File: src/rtl/cwk_map.svh
`ifndef CWK_MAP_SVH
`define CWK_MAP_SVH
// timing counts in 10 ns clock cycles
`define CWK_FILTER_CYC 16'd50
`define CWK_TIMEOUT_CYC 24'd115000
`define CWK_TOGGLE_HALF_CYC 16'd500
`define CWK_PRESTABLE_CYC 16'd500
`define CWK_INVALID_CYC0 16'd100
`define CWK_INVALID_CYC1 16'd200
`define CWK_INVALID_CYC2 16'd500
`define CWK_INVALID_CYC3 16'd1000
`define CWK_MIN_CYC0 16'd200
`define CWK_MIN_CYC1 16'd400
`define CWK_MIN_CYC2 16'd1000
`define CWK_MIN_CYC3 16'd2000
`define CWK_MAX_CYC 16'd5000
// field codes
`define CWK_EDGE_BOTH 2'h0
`define CWK_EDGE_RISE 2'h1
`define CWK_EDGE_FALL 2'h2
`define CWK_EDGE_PULSE 2'h3
`define CWK_STAT_NONE 2'h0
`define CWK_STAT_RISE 2'h1
`define CWK_STAT_FALL 2'h2
`endif

File: src/rtl/cwk_pkg.sv
package cwk_pkg;
  typedef enum logic [1:0] {
    CWK_MODE_SLEEP = 2'h0,
    CWK_MODE_STANDBY = 2'h1,
    CWK_MODE_NORMAL = 2'h2,
    CWK_MODE_LISTEN = 2'h3
  } cwk_mode_t;
  typedef enum logic [1:0] {
    CWK_BUS_IDLE = 2'h0,
    CWK_BUS_DOM1 = 2'h1,
    CWK_BUS_REC = 2'h2,
    CWK_BUS_WAITREC = 2'h3
  } cwk_bus_t;
  typedef struct packed {
    logic [1:0] edge_cfg;
    logic [1:0] width_sel;
    logic rxd_toggle;
    logic pol_rise;
    logic max_disable;
  } cwk_cfg_t;
endpackage : cwk_pkg

File: src/rtl/cwk_wake.sv
// Operation
// - wake pattern: dominant, recessive, dominant, filtered
// - unfiltered activity never resets pattern monitor
// - second dominant completes pattern, starts request
// - phase qualifies only beyond filter time
// - timeout discards progress, waits for recessive
// - bus wake in sleep: standby, interrupt
// - behaviour bit 0: receive pin held low
// - behaviour bit 1: toggle with 10us period
// - normal mode or undervoltage cancels request
// - request active after power up, wake from sleep
// - wake edge: both, rising or falling
// - single edge in sleep needs prestable level, either value
// - pulses below invalid width discarded
// - pulse valid between min and max width
// - max disable turns pulse into filtered
// - polarity bit picks pulse direction
// - pin edge status latched until cleared
// - local wake outside normal and listen, goes standby
// - selective wake: no bus data, listed sources
// - wake event other than frame overflow sets flag, interrupt, rxd low
// - selective wake needs configured, no error, enable
// - frame overflow clears selective wake enable
`include "cwk_map.svh"
module cwk_wake
  import cwk_pkg::*;
(
  input wire logic ref_clk_i,
  input wire logic sys_rst_i,
  input wire logic bus_dominant_i,
  input wire logic wake_pin_i,
  input wire logic bus_rx_data_i,
  input wire cwk_cfg_t cfg_i,
  input wire logic mode_wr_i,
  input wire cwk_mode_t mode_wdata_i,
  input wire logic vcc_uv_i,
  input wire logic irq_enable_i,
  input wire logic wake_stat_clr_i,
  input wire logic flags_clr_i,
  input wire logic selwake_configured_i,
  input wire logic selwake_error_i,
  input wire logic selwake_enable_set_i,
  input wire logic wake_match_frame_i,
  input wire logic frame_overflow_flag_i,
  output logic rxd_o,
  output logic host_irq_n_o,
  output logic host_supply_enable_o,
  output cwk_mode_t mode_o,
  output logic bus_wake_rxd_request_o,
  output logic local_pin_wake_o,
  output logic bus_wake_pattern_o,
  output logic wake_frame_flag_o,
  output logic selwake_enable_o,
  output logic selwake_active_o,
  output logic [1:0] wake_edge_stat_o
);
  // synchronisers, change accepted when stages two and three agree
  logic [2:0] bus_sync_r, pin_sync_r;
  logic bus_s_r, pin_s_r, pin_prev_r;
  always_ff @(posedge ref_clk_i or posedge sys_rst_i) begin
    if (sys_rst_i) begin
      bus_sync_r <= 3'h0;
      pin_sync_r <= 3'h0;
      bus_s_r <= 1'b0;
      pin_s_r <= 1'b0;
      pin_prev_r <= 1'b0;
    end else begin
      bus_sync_r <= {bus_sync_r[1:0], bus_dominant_i};
      pin_sync_r <= {pin_sync_r[1:0], wake_pin_i};
      if (bus_sync_r[1] == bus_sync_r[2]) bus_s_r <= bus_sync_r[2];
      if (pin_sync_r[1] == pin_sync_r[2]) pin_s_r <= pin_sync_r[2];
      pin_prev_r <= pin_s_r;
    end
  end

  // saturating 16-bit increment
  function automatic logic [15:0] sat_inc(input logic [15:0] v);
    sat_inc = (v == 16'hFFFF) ? v : v + 16'h0001;
  endfunction : sat_inc

  // normal and listen both hand the receiver to the host
  function automatic logic is_online(input cwk_mode_t m);
    is_online = (m == CWK_MODE_NORMAL) || (m == CWK_MODE_LISTEN);
  endfunction : is_online

  // mode write towards the given target in this cycle
  function automatic logic wr_to(input logic wr, input cwk_mode_t d, input cwk_mode_t m);
    wr_to = wr && (d == m);
  endfunction : wr_to

  cwk_mode_t mode_r;
  logic sleepish, wake_any, bus_wake_done, lwu_evt, sw_act;
  assign sleepish = (mode_r == CWK_MODE_SLEEP);

  // bus phase length counter, restarts on every bus change
  logic [15:0] phase_cnt_r;
  logic bus_prev_r;
  logic filt_dom, filt_rec;
  always_ff @(posedge ref_clk_i or posedge sys_rst_i) begin
    if (sys_rst_i) begin
      phase_cnt_r <= 16'h0;
      bus_prev_r <= 1'b0;
    end else begin
      bus_prev_r <= bus_s_r;
      phase_cnt_r <= (bus_s_r != bus_prev_r) ? 16'h0 : sat_inc(phase_cnt_r);
    end
  end
  assign filt_dom = bus_s_r && (bus_s_r == bus_prev_r) && (phase_cnt_r == `CWK_FILTER_CYC);
  assign filt_rec = !bus_s_r && (bus_s_r == bus_prev_r) && (phase_cnt_r == `CWK_FILTER_CYC);

  // pattern monitor with timeout
  cwk_bus_t bus_st_r;
  logic [23:0] to_cnt_r;
  always_ff @(posedge ref_clk_i or posedge sys_rst_i) begin
    if (sys_rst_i) begin
      bus_st_r <= CWK_BUS_IDLE;
      to_cnt_r <= 24'h0;
    end else if (!sleepish) begin
      bus_st_r <= CWK_BUS_IDLE;
      to_cnt_r <= 24'h0;
    end else begin
      to_cnt_r <= (bus_st_r == CWK_BUS_IDLE || bus_st_r == CWK_BUS_WAITREC) ? 24'h0 : to_cnt_r + 24'h1;
      unique case (bus_st_r)
        CWK_BUS_IDLE: begin
          if (filt_dom) bus_st_r <= CWK_BUS_DOM1;
        end
        CWK_BUS_DOM1: begin
          if (to_cnt_r >= `CWK_TIMEOUT_CYC) bus_st_r <= CWK_BUS_WAITREC;
          else if (filt_rec) bus_st_r <= CWK_BUS_REC;
        end
        CWK_BUS_REC: begin
          if (to_cnt_r >= `CWK_TIMEOUT_CYC) bus_st_r <= CWK_BUS_WAITREC;
          else if (filt_dom) bus_st_r <= CWK_BUS_IDLE;
        end
        CWK_BUS_WAITREC: begin
          if (filt_rec) bus_st_r <= CWK_BUS_IDLE;
        end
      endcase
    end
  end
  assign bus_wake_done = sleepish && !sw_act && (bus_st_r == CWK_BUS_REC) && filt_dom
    && (to_cnt_r < `CWK_TIMEOUT_CYC);

  // local wake pin detection
  logic [15:0] lvl_cnt_r;
  logic armed_r, pin_edge, rise, fall, edge_ok, pulse_ok, width_ok;
  logic [15:0] inv_w, min_w;
  assign rise = pin_s_r && !pin_prev_r;
  assign fall = !pin_s_r && pin_prev_r;
  assign pin_edge = rise || fall;
  always_comb begin
    unique case (cfg_i.width_sel)
      2'h0: begin inv_w = `CWK_INVALID_CYC0; min_w = `CWK_MIN_CYC0; end
      2'h1: begin inv_w = `CWK_INVALID_CYC1; min_w = `CWK_MIN_CYC1; end
      2'h2: begin inv_w = `CWK_INVALID_CYC2; min_w = `CWK_MIN_CYC2; end
      2'h3: begin inv_w = `CWK_INVALID_CYC3; min_w = `CWK_MIN_CYC3; end
    endcase
  end
  // level age counter and arming after sleep entry
  always_ff @(posedge ref_clk_i or posedge sys_rst_i) begin
    if (sys_rst_i) begin
      lvl_cnt_r <= 16'h0;
      armed_r <= 1'b0;
    end else begin
      lvl_cnt_r <= pin_edge ? 16'h0 : sat_inc(lvl_cnt_r);
      if (!sleepish) begin
        armed_r <= 1'b0;
      end else if (lvl_cnt_r >= `CWK_PRESTABLE_CYC) begin
        armed_r <= 1'b1;
      end
    end
  end
  always_comb begin
    unique case (cfg_i.edge_cfg)
      `CWK_EDGE_BOTH: edge_ok = pin_edge;
      `CWK_EDGE_RISE: edge_ok = rise && (armed_r || !sleepish);
      `CWK_EDGE_FALL: edge_ok = fall && (armed_r || !sleepish);
      default: edge_ok = 1'b0;
    endcase
  end
  // pulse mode: trailing edge ends pulse of the chosen polarity
  logic trail;
  assign trail = cfg_i.pol_rise ? fall : rise;
  assign width_ok = (lvl_cnt_r >= min_w) && (lvl_cnt_r >= inv_w);
  assign pulse_ok = trail && width_ok && (cfg_i.max_disable || lvl_cnt_r <= `CWK_MAX_CYC);
  logic filt_ok;
  assign filt_ok = cfg_i.max_disable && (pin_s_r == cfg_i.pol_rise) && (lvl_cnt_r == min_w);
  assign lwu_evt = !is_online(mode_r)
    && ((cfg_i.edge_cfg == `CWK_EDGE_PULSE) ? (cfg_i.max_disable ? filt_ok : pulse_ok) : edge_ok);

  // edge status latch, set wins over clear
  logic [1:0] stat_r;
  always_ff @(posedge ref_clk_i or posedge sys_rst_i) begin
    if (sys_rst_i) begin
      stat_r <= `CWK_STAT_NONE;
    end else if (rise) begin
      stat_r <= `CWK_STAT_RISE;
    end else if (fall) begin
      stat_r <= `CWK_STAT_FALL;
    end else if (wake_stat_clr_i) begin
      stat_r <= `CWK_STAT_NONE;
    end
  end

  // selective wake enable and entry gate
  logic selwake_enable_r;
  always_ff @(posedge ref_clk_i or posedge sys_rst_i) begin
    if (sys_rst_i) begin
      selwake_enable_r <= 1'b0;
    end else if (frame_overflow_flag_i) begin
      selwake_enable_r <= 1'b0;
    end else if (selwake_enable_set_i) begin
      selwake_enable_r <= 1'b1;
    end
  end
  assign sw_act = sleepish && selwake_enable_r && selwake_configured_i && !selwake_error_i;

  // mode control
  assign wake_any = sleepish && (bus_wake_done || lwu_evt
    || (sw_act && (wake_match_frame_i || frame_overflow_flag_i)));
  always_ff @(posedge ref_clk_i or posedge sys_rst_i) begin
    if (sys_rst_i) begin
      mode_r <= CWK_MODE_STANDBY;
    end else if (mode_wr_i) begin
      mode_r <= mode_wdata_i;
    end else if (wake_any) begin
      mode_r <= CWK_MODE_STANDBY;
    end
  end

  // wake flags, set wins over clear
  logic bwp_r, lwu_r, wuf_r;
  always_ff @(posedge ref_clk_i or posedge sys_rst_i) begin
    if (sys_rst_i) begin
      bwp_r <= 1'b0;
      lwu_r <= 1'b0;
      wuf_r <= 1'b0;
    end else begin
      bwp_r <= bus_wake_done || (bwp_r && !flags_clr_i);
      lwu_r <= lwu_evt || (lwu_r && !flags_clr_i);
      wuf_r <= (sw_act && wake_match_frame_i) || (wuf_r && !flags_clr_i);
    end
  end

  // bus wake request: active from power up, set by wakes, dropped by normal or uv
  logic req_r;
  always_ff @(posedge ref_clk_i or posedge sys_rst_i) begin
    if (sys_rst_i) begin
      req_r <= 1'b1;
    end else if (vcc_uv_i || wr_to(mode_wr_i, mode_wdata_i, CWK_MODE_NORMAL)) begin
      req_r <= 1'b0;
    end else if (wr_to(mode_wr_i, mode_wdata_i, CWK_MODE_LISTEN)) begin
      req_r <= 1'b0;
    end else if (wake_any) begin
      req_r <= 1'b1;
    end else if (wr_to(mode_wr_i, mode_wdata_i, CWK_MODE_STANDBY)) begin
      req_r <= 1'b0;
    end
  end

  // toggle divider for the receive pin
  logic [15:0] tog_cnt_r;
  logic tog_r;
  always_ff @(posedge ref_clk_i or posedge sys_rst_i) begin
    if (sys_rst_i) begin
      tog_cnt_r <= 16'h0;
      tog_r <= 1'b0;
    end else if (!req_r) begin
      tog_cnt_r <= 16'h0;
      tog_r <= 1'b0;
    end else if (tog_cnt_r == `CWK_TOGGLE_HALF_CYC - 16'h1) begin
      tog_cnt_r <= 16'h0;
      tog_r <= ~tog_r;
    end else begin
      tog_cnt_r <= tog_cnt_r + 16'h1;
    end
  end

  // registered outputs
  always_ff @(posedge ref_clk_i or posedge sys_rst_i) begin
    if (sys_rst_i) begin
      rxd_o <= 1'b1;
      host_irq_n_o <= 1'b1;
      host_supply_enable_o <= 1'b1;
      selwake_active_o <= 1'b0;
    end else begin
      selwake_active_o <= sw_act;
      if (is_online(mode_r)) rxd_o <= bus_rx_data_i;
      else if (req_r) rxd_o <= cfg_i.rxd_toggle ? tog_r : 1'b0;
      else rxd_o <= 1'b1;
      host_irq_n_o <= !(irq_enable_i && (bwp_r || lwu_r || wuf_r));
      host_supply_enable_o <= !sleepish;
    end
  end
  assign mode_o = mode_r;
  assign bus_wake_rxd_request_o = req_r;
  assign local_pin_wake_o = lwu_r;
  assign bus_wake_pattern_o = bwp_r;
  assign wake_frame_flag_o = wuf_r;
  assign selwake_enable_o = selwake_enable_r;
  assign wake_edge_stat_o = stat_r;
endmodule : cwk_wake

File: config.mk
export PLATFORM = sky130hd
export DESIGN_NAME = cwk_wake
export DESIGN_NICKNAME = d
export VERILOG_FILES = /design/src/rtl/cwk_pkg.sv /design/src/rtl/cwk_wake.sv
export VERILOG_INCLUDE_DIRS = /design/src /design/src/rtl
export SDC_FILE = /design/constraint.sdc
export NUM_CORES = 1
export LEC_CHECK = 0
export BUFFER_PORTS_ARGS = -buffer_cell sky130_fd_sc_hd__buf_2
export CAP_MARGIN = 10
export CORE_UTILIZATION = 50
export CTS_CLUSTER_SIZE = 16
export DETAILED_ROUTE_END_ITERATION = 8
export PLACE_DENSITY = 0.78
export SETUP_SLACK_MARGIN = 0.02
export SLEW_MARGIN = 20
export SYNTH_ARGS = -nofsm -noshare
export SYNTH_HDL_FRONTEND = slang
export SYNTH_SLANG_ARGS = --single-unit
File: constraint.sdc
create_clock -name ref_clk_i -period 7.2 [get_ports ref_clk_i]
set_input_delay 0.72 -clock ref_clk_i [delete_from_list [all_inputs] [get_ports ref_clk_i]]
set_output_delay 0.72 -clock ref_clk_i [all_outputs]
set_load 0.02 [all_outputs]
==> reports/results.ini, run 1 <==
[outcome]
run_status=finished clean

[finish]
layout.nets=628
stdcell_area_um2=5847
drive_above_1_share_pct=13.72
post-route-util_pct=56.64
antennaDiodeCount=0
area_growth_pct=9.541

[die]
core-area_um2=10320
die_h_um=105.3
start_util_pct=51.70
die_w_um=105.3
num_rows=37
boundaryPins=37
dieArea_um2=11090

[worst_setup_path]
crit_fanout=4
rr_worst_depth=8
crit_end=mode_o[0]
path_class=reg2reg
required_ps=7490
regToRegStartpoint=lvl_cnt_r[0]
endpoint_kind=flop
r2r_end=mode_o[0]
crit_path_start=lvl_cnt_r[0]
crit_path_start_kind=flop
arrival_ps=2610
reg2reg_setup_slack_ps=4880

[power]
clkPwrFrac_pct=33.5
leakage_nw=2.574
switching_share_pct=27.40
netSwitchingPower_uw=296.3
pwr-share-seq_pct=55.5
p_comb_share_pct=11.0
intPower_uw=785.0
finalPower_mw=1.081
irDropWorstVdd_mv=0.1153
p_per_area_nw_per_um2=184.9

[synthesis]
syn_area_um2=5338
syn_area_per_cell_um2=9.940
postSynthCellCount=537
synthFlopType=dfrtp_1
synth_enable_flop_cells=0
synthMuxAreaShare_pct=0.7970
synth_top_family_by_area=simple AND/OR/NAND/NOR gates
syn_nets=594
async_reset_ff_share_pct=100.0
synth-seq-cells=99
yosys.area_share.simple_pct=22.43
synth_seq_area_share_pct=46.53
yosysWarnings=0
synthAdderAreaFrac_pct=8.111
synth_compound_area_share_pct=9.001
synth_xor_area_share_pct=10.01
synth_cell_types=65

[sta]
setup_viol=0
final-hold-violation-count=0
whs_ps=230.8
worst_slew_pin_slew_ps=776.0
tns_ps=0
slew_headroom_pct=48.27
finClkSkew_ps=13.51
post-route-min-period_ps=2318
finalMaxSlewViolations=0
fmax_ghz=0.4315
rsz0062_at_grt=no
fin_crit_sh_pct=32.19

[grt]
grt.busiest_layer=met2
grt_max_degree=89
grt_pass1_wl_um=18020
grtUsageMet2_pct=33.22
grt.overflow.total=0
grtUsageMet3_pct=3.216
use_met1_pct=26.32
grt_pass1_vias=3958
grt_usage_pct=20.15
antenna_found_initial=0

[route]
dr.first_iter.drc_count=224
first_pass_iters=4
routedWlPerCell_um=14.50
wl_um=10330
via_per_inst=5.517
ant_nets=0
vias=3928
drcViolationCount=0

[clock_network]
cts_buffers=9
htree_levels=3
cts_resized=0
clock_latency_ps=370
cts-root-buf=clkbuf_8
clockBufferDepth=2
path_clk_slew_ps=100
cts_sinks=99
cts.hold.buffers_added=0
cts_tree=done
cts_setup_buffers=0

[placed_design]
gp_congestion=0.8773
placed_cell_area_um2=5644
dp_hpwl_um=7434
io_buffers=36

[hold_path]
hold_class=in2async

[flow_run]
drv_cap=0

## metrics by stage
stage | instances | setup WS, ps
2_1_floorplan | 537 | 3898
3_5_place_dp | 696 | 4552
3_3_place_gp | 696 | 4656
4_1_cts | 712 | 4872
5_1_grt | 712 | 4725
6_report | 712 | 4882
## cells in the mapped netlist, drive strengths merged, types with 12 or more instances
cell    count  share of area [%]
and3       15                1.8
nand2      33                2.3
nand4      16                1.9
dfrtp      94                 44
nand3      37                3.6
inv        30                2.1
clkbuf     13               0.91
xor2       37                6.1
ha         33                7.7
o21ai      12                1.2
xnor2      24                3.9
nor2       83                5.8
## metal layers
| layer | vias up | wire length (um) |
|---|---|---|
| met2 | 64 | 4989 |
| met5 | - | 0 |
| met4 | 0 | 209 |
| li1 | 1925 | - |
| met3 | 19 | 290 |
| met1 | 1920 | 4836 |
## how the worst min path moves through the flow
stage                              from          endpoint  slack [ps]  depth (start not counted)
after detailed placement  bus_sync_r[0]     bus_sync_r[1]         340                          0
after floorplan           bus_sync_r[0]     bus_sync_r[1]         330                          0
after global routing          sys_rst_i     tog_cnt_r[15]         230                          2
after global placement    pin_sync_r[0]     pin_sync_r[1]         330                          0
final                         sys_rst_i     tog_cnt_r[15]         230                          2
after CTS                     sys_rst_i  selwake_enable_o         220                          2
## state kept, by name, indices dropped and copies added, names as in the netlist, 2 cells and up
register and flops:
bus_st_r 2, bus_sync_r 3, lvl_cnt_r 16, mode_o 2, phase_cnt_r 16, pin_sync_r 3, to_cnt_r 24, tog_cnt_r 16
wake_edge_stat_o 2
## power by group through the flow
stage | logic [mW] | clock network (mW) | registers [mW]
after floorplan | 0.0782 | 0 | 0.613
after global placement | 0.114 | 0 | 0.609
after detailed placement | 0.120 | 0 | 0.611
after CTS | 0.121 | 0.372 | 0.600
after global routing | 0.135 | 0.392 | 0.605
final | 0.119 | 0.362 | 0.601
## area by class of cell
| cell class | count | area, um^2 |
|---|---|---|
| Timing Repair Buffer | 37 | 191.4 |
| Inverter | 30 | 115.1 |
| Fill cell | 904 | 4477 |
| Tap cell | 136 | 170.2 |
| Multi-Input combinational cell | 394 | 2688 |
| Clock inverter | 7 | 75.07 |
| Sequential cell | 99 | 2484 |
| Clock buffer | 9 | 123.9 |
## logic make-up after synthesis
logic type / after synthesis
multiplexers: 4
AND/OR/NAND/NOR: 234
buffers and inverters: 44
flip-flops: 99
adder cells (fa/ha/maj): 35
AO/OA/AOI/OAI: 60
XOR/XNOR: 61
## cells in the final DEF (no fill, tap or decap), drive strengths merged, types with 3 or more instances in the layout
master / instances
a2111oi: 3
a211oi: 5
a21boi: 3
a21oi: 9
a31oi: 4
and2: 8
and3: 15
and4: 9
buf: 37
clkbuf: 9
clkinvlp: 3
dfrtp: 94
dfstp: 5
ha: 33
inv: 32
nand2: 33
nand2b: 5
nand3: 37
nand4: 16
nor2: 83
nor2b: 3
nor3: 6
nor4: 5
o21ai: 12
o31ai: 3
or3: 3
or4: 3
xnor2: 24
xor2: 37
## critical path: stages (launching register included)
cell	delay [ps]
dfrtp_1	440
inv_1	120
ha_1	230
nand2b_1	70
a2111oi_0	460
o2111ai_1	230
a311oi_2	370
nor2_1	120
o31ai_2	210
Note: power is estimated with default switching activity, not from simulation.
==> inputs of run 2 (changes only) <==
--- a/config.mk
+++ b/config.mk
@@ -6,6 +6,7 @@
 export SDC_FILE = /design/constraint.sdc
 export NUM_CORES = 1
 export LEC_CHECK = 0
+export ABC_AREA = 1
 export BUFFER_PORTS_ARGS = -buffer_cell sky130_fd_sc_hd__buf_2
 export CAP_MARGIN = 10
 export CORE_UTILIZATION = 50
==> constraint.sdc (replaced) <==
create_clock -name ref_clk_i -period 2.2 [get_ports ref_clk_i]
set_input_delay 0.22 -clock ref_clk_i [delete_from_list [all_inputs] [get_ports ref_clk_i]]
set_output_delay 0.22 -clock ref_clk_i [all_outputs]
set_load 0.02 [all_outputs]
==> run 2 against run 1 <==
  * Final cell count grew 32%
  * Design area increased by 12%
  * Global-route usage grew 2.1 points
  * Clock skew up 2.2 ps
  * Non-clock buffer count is 11 higher
  * Largest cell class unchanged
  * Synthesized area increased by 8.6%
  * Clock power rose to 4.3 times the previous value
  * First-iteration DRC count up 22%
  * Power increased to 3.9 times the previous value
==> reports/results.ini, run 2 <==
[outcome]
run_status=finished clean

[route]
wl_um=11910  ; +15%
via_per_inst=5.222  ; -5.3%
vias=4919  ; +25%
dr.first_iter.drc_count=273  ; +22%
routedWlPerCell_um=12.65  ; -13%
first_pass_iters=4  ; unchanged
drcViolationCount=0  ; unchanged
ant_nets=0  ; unchanged

[grt]
grt_pass1_wl_um=20560  ; +14%
grt.overflow.total=0  ; unchanged
grt_max_degree=51  ; -43%
grt_usage_pct=22.21  ; +2.1 points
antenna_found_initial=0  ; unchanged
grt_pass1_vias=4597  ; +16%

[hold_path]
holdPathStages=2
hold_start=frame_overflow_flag_i
hold_class=in2reg

[synthesis]
yosys-top-cells-area=dfrtp_1 (41%), nand2_1 (9.3%), inv_1 (7.6%), ha_1 (7.1%), nor2_1 (6.5%)
yosysTopAreaCellShare_pct=40.58  ; -3.5 points
syn_area_per_cell_um2=7.812  ; -21%
synthMuxAreaShare_pct=0  ; -0.80 points
synthFlopType=dfrtp_1
synthTopCellsByCount=nand2_1 (144), inv_1 (117), nor2_1 (100), dfrtp_1 (94)
synth_top_family_by_area=simple AND/OR/NAND/NOR gates
syn_area_um2=5797  ; +8.6%
syn_nets=799  ; +35%
synth_xor_area_share_pct=0.7555  ; -9.3 points
synth_compound_area_share_pct=10.66  ; +1.7 points
synthAdderAreaFrac_pct=7.468  ; -0.64 points
yosys.area_share.simple_pct=29.87  ; +7.4 points
synth_enable_flop_cells=0  ; unchanged
async_reset_ff_share_pct=100.0  ; unchanged
synth-seq-cells=99  ; unchanged
synth_top_area_cell=dfrtp_1
yosysWarnings=0  ; unchanged
synth_cell_types=43  ; -34%
synth_seq_area_share_pct=42.84  ; -3.7 points
yosysMostFrequentCell=nand2_1
postSynthCellCount=742  ; +38%

[clock_network]
cts_tree=done
htree_levels=3  ; unchanged
path_clk_slew_ps=70  ; -30 ps
clock_latency_ps=360  ; about the same
clockBufferDepth=2  ; unchanged
cts-root-buf=clkbuf_16
cts_buffers=9  ; unchanged
cts_setup_buffers=0  ; unchanged
cts_sinks=99  ; unchanged

[power]
leakage_nw=3.071  ; +19%
p_per_area_nw_per_um2=645.2  ; +250%
finalPower_mw=4.218  ; +290%
irDropWorstVdd_mv=0.4544  ; +290%

[worst_setup_path]
crit_slowest_cell=dfrtp_1
arrival_ps=2180  ; -430 ps
rr_worst_depth=9  ; +1
path_cells=ha_1 -> nand2_1 -> nor2_2 -> nand2_1 -> nor3_2 -> nand4_2 -> nor3_2 -> a21oi_1 -> nor3_1
crit_path_start_kind=flop
crit_fanout=4  ; unchanged
critPathTopFamily=simple AND/OR/NAND/NOR gates
regToRegStartpoint=to_cnt_r[0]
cp_num_cells=9  ; +1
required_ps=2470  ; -5020 ps
slowest_delay_ps=380  ; -80 ps
crit_path_start=to_cnt_r[0]
cp.buffers_inverters=0  ; -1
path_class=reg2reg
endpoint_kind=flop

[sta]
final-hold-violation-count=0  ; unchanged
fmax_ghz=0.5221  ; +21%
fin_crit_sh_pct=87.05  ; +55 points
worst_slew_pin_slew_ps=462.5  ; -313.5 ps
rsz0062_at_grt=no
slew_headroom_pct=68.93  ; +21 points
post-route-min-period_ps=1915  ; -402.5 ps
setup_viol=0  ; unchanged
whs_ps=26.59  ; -204.2 ps
tns_ps=0  ; unchanged
finalMaxSlewViolations=0  ; unchanged
finClkSkew_ps=15.68  ; +2.169 ps

[finish]
mostFrequentLayoutCells=nand2_1 (144), inv_1 (116), nor2_1 (100)
area_growth_pct=12.78
final_common_cell=nand2_1
layout.nets=854  ; +36%
top_register=to_cnt_r
drive_above_1_share_pct=14.34  ; +0.62 points
antennaDiodeCount=0  ; unchanged
stdcell_area_um2=6538  ; +12%
fillers=1015  ; +12%
largest_reg_flops=24  ; unchanged

[die]
die_h_um=109.7  ; +4.1%
boundaryPins=37  ; unchanged
start_util_pct=52.33  ; +0.62 points
num_rows=38  ; +2.7%
core-area_um2=11080  ; +7.3%
die_w_um=109.7  ; +4.1%
dieArea_um2=12030  ; +8.4%

[placed_design]
io_buffers=36  ; unchanged
placed_cell_area_um2=6218  ; +10%
dp_hpwl_um=9064  ; +22%
gp_congestion=0.8991  ; +2.5%

[flow_run]
drv_cap=0  ; unchanged

run 2: changes by cell type in the layout (fill, tap and decap cells not counted), moves of 17 or more:
cell and delta:
a21oi_1 +30, inv_1 +87, nand2_1 +111, nor2_1 +17, nor3_1 +21, o21ai_0 +25, xnor2_1 -22, xor2_1 -34
run 2: per-stage QoR:
step / util, % / instances / setup slack [ps]
global route: 59.01 / 942 / 48.20
floorplan: - / 742 / 506.0
detailed placement: 56.13 / 923 / 297.0
global placement: 56.13 / 923 / 368.1
finish: 59.01 / 942 / 284.8
CTS: 59.01 / 942 / 323.5
run 2: final cells by class:
type                       instances  area [um^2]  share of cell area [%]
clock buffer                       9        225.2                   3.445
clock inverter                     7        63.81                  0.9761
inverter                         125        473.0                   7.234
multi-input combinational        514         2826                   43.23
sequential                        99         2484                   37.99
tap                              140        175.2                   2.679
timing repair buffer              48        290.3                   4.440
run 2: where the power goes:
| group | switching [mW] | internal, mW |
|---|---|---|
| clock | 0.761 | 0.795 |
| sequential | 0.0858 | 1.92 |
| combinational | 0.425 | 0.235 |
| total | 1.27 | 2.95 |
run 2: worst paths after layout:
check                              endpoint  slack (ps)
hold / removal             selwake_enable_o          30
setup / recovery               to_cnt_r[22]         280
setup reg to reg               to_cnt_r[22]         280
max in group asynchronous             rxd_o        1150
hold reg to reg               bus_sync_r[1]         350
min in group asynchronous      to_cnt_r[14]         420
run 2: routing by layer:
layer | vias up | wire, um | GRT usage (%)
met5 | - | 0 | 0
met3 | 15 | 443 | 4.920
met4 | 0 | 184 | 9.333
met2 | 101 | 5542 | 35.53
li1 | 2523 | - | -
met1 | 2280 | 5741 | 29.09
run 2: cell families after synthesis:
group           count (synthesis)
xor+xnor                        5
buf+inv                       129
fa+ha+maj                      35
flops                          99
compound gates                107
simple gates                  367
run 2: timing repair:
item	4_1_cts	5_1_grt
resized for setup	0	0
hold buffers	3	0
hold endpoints to repair	17	0
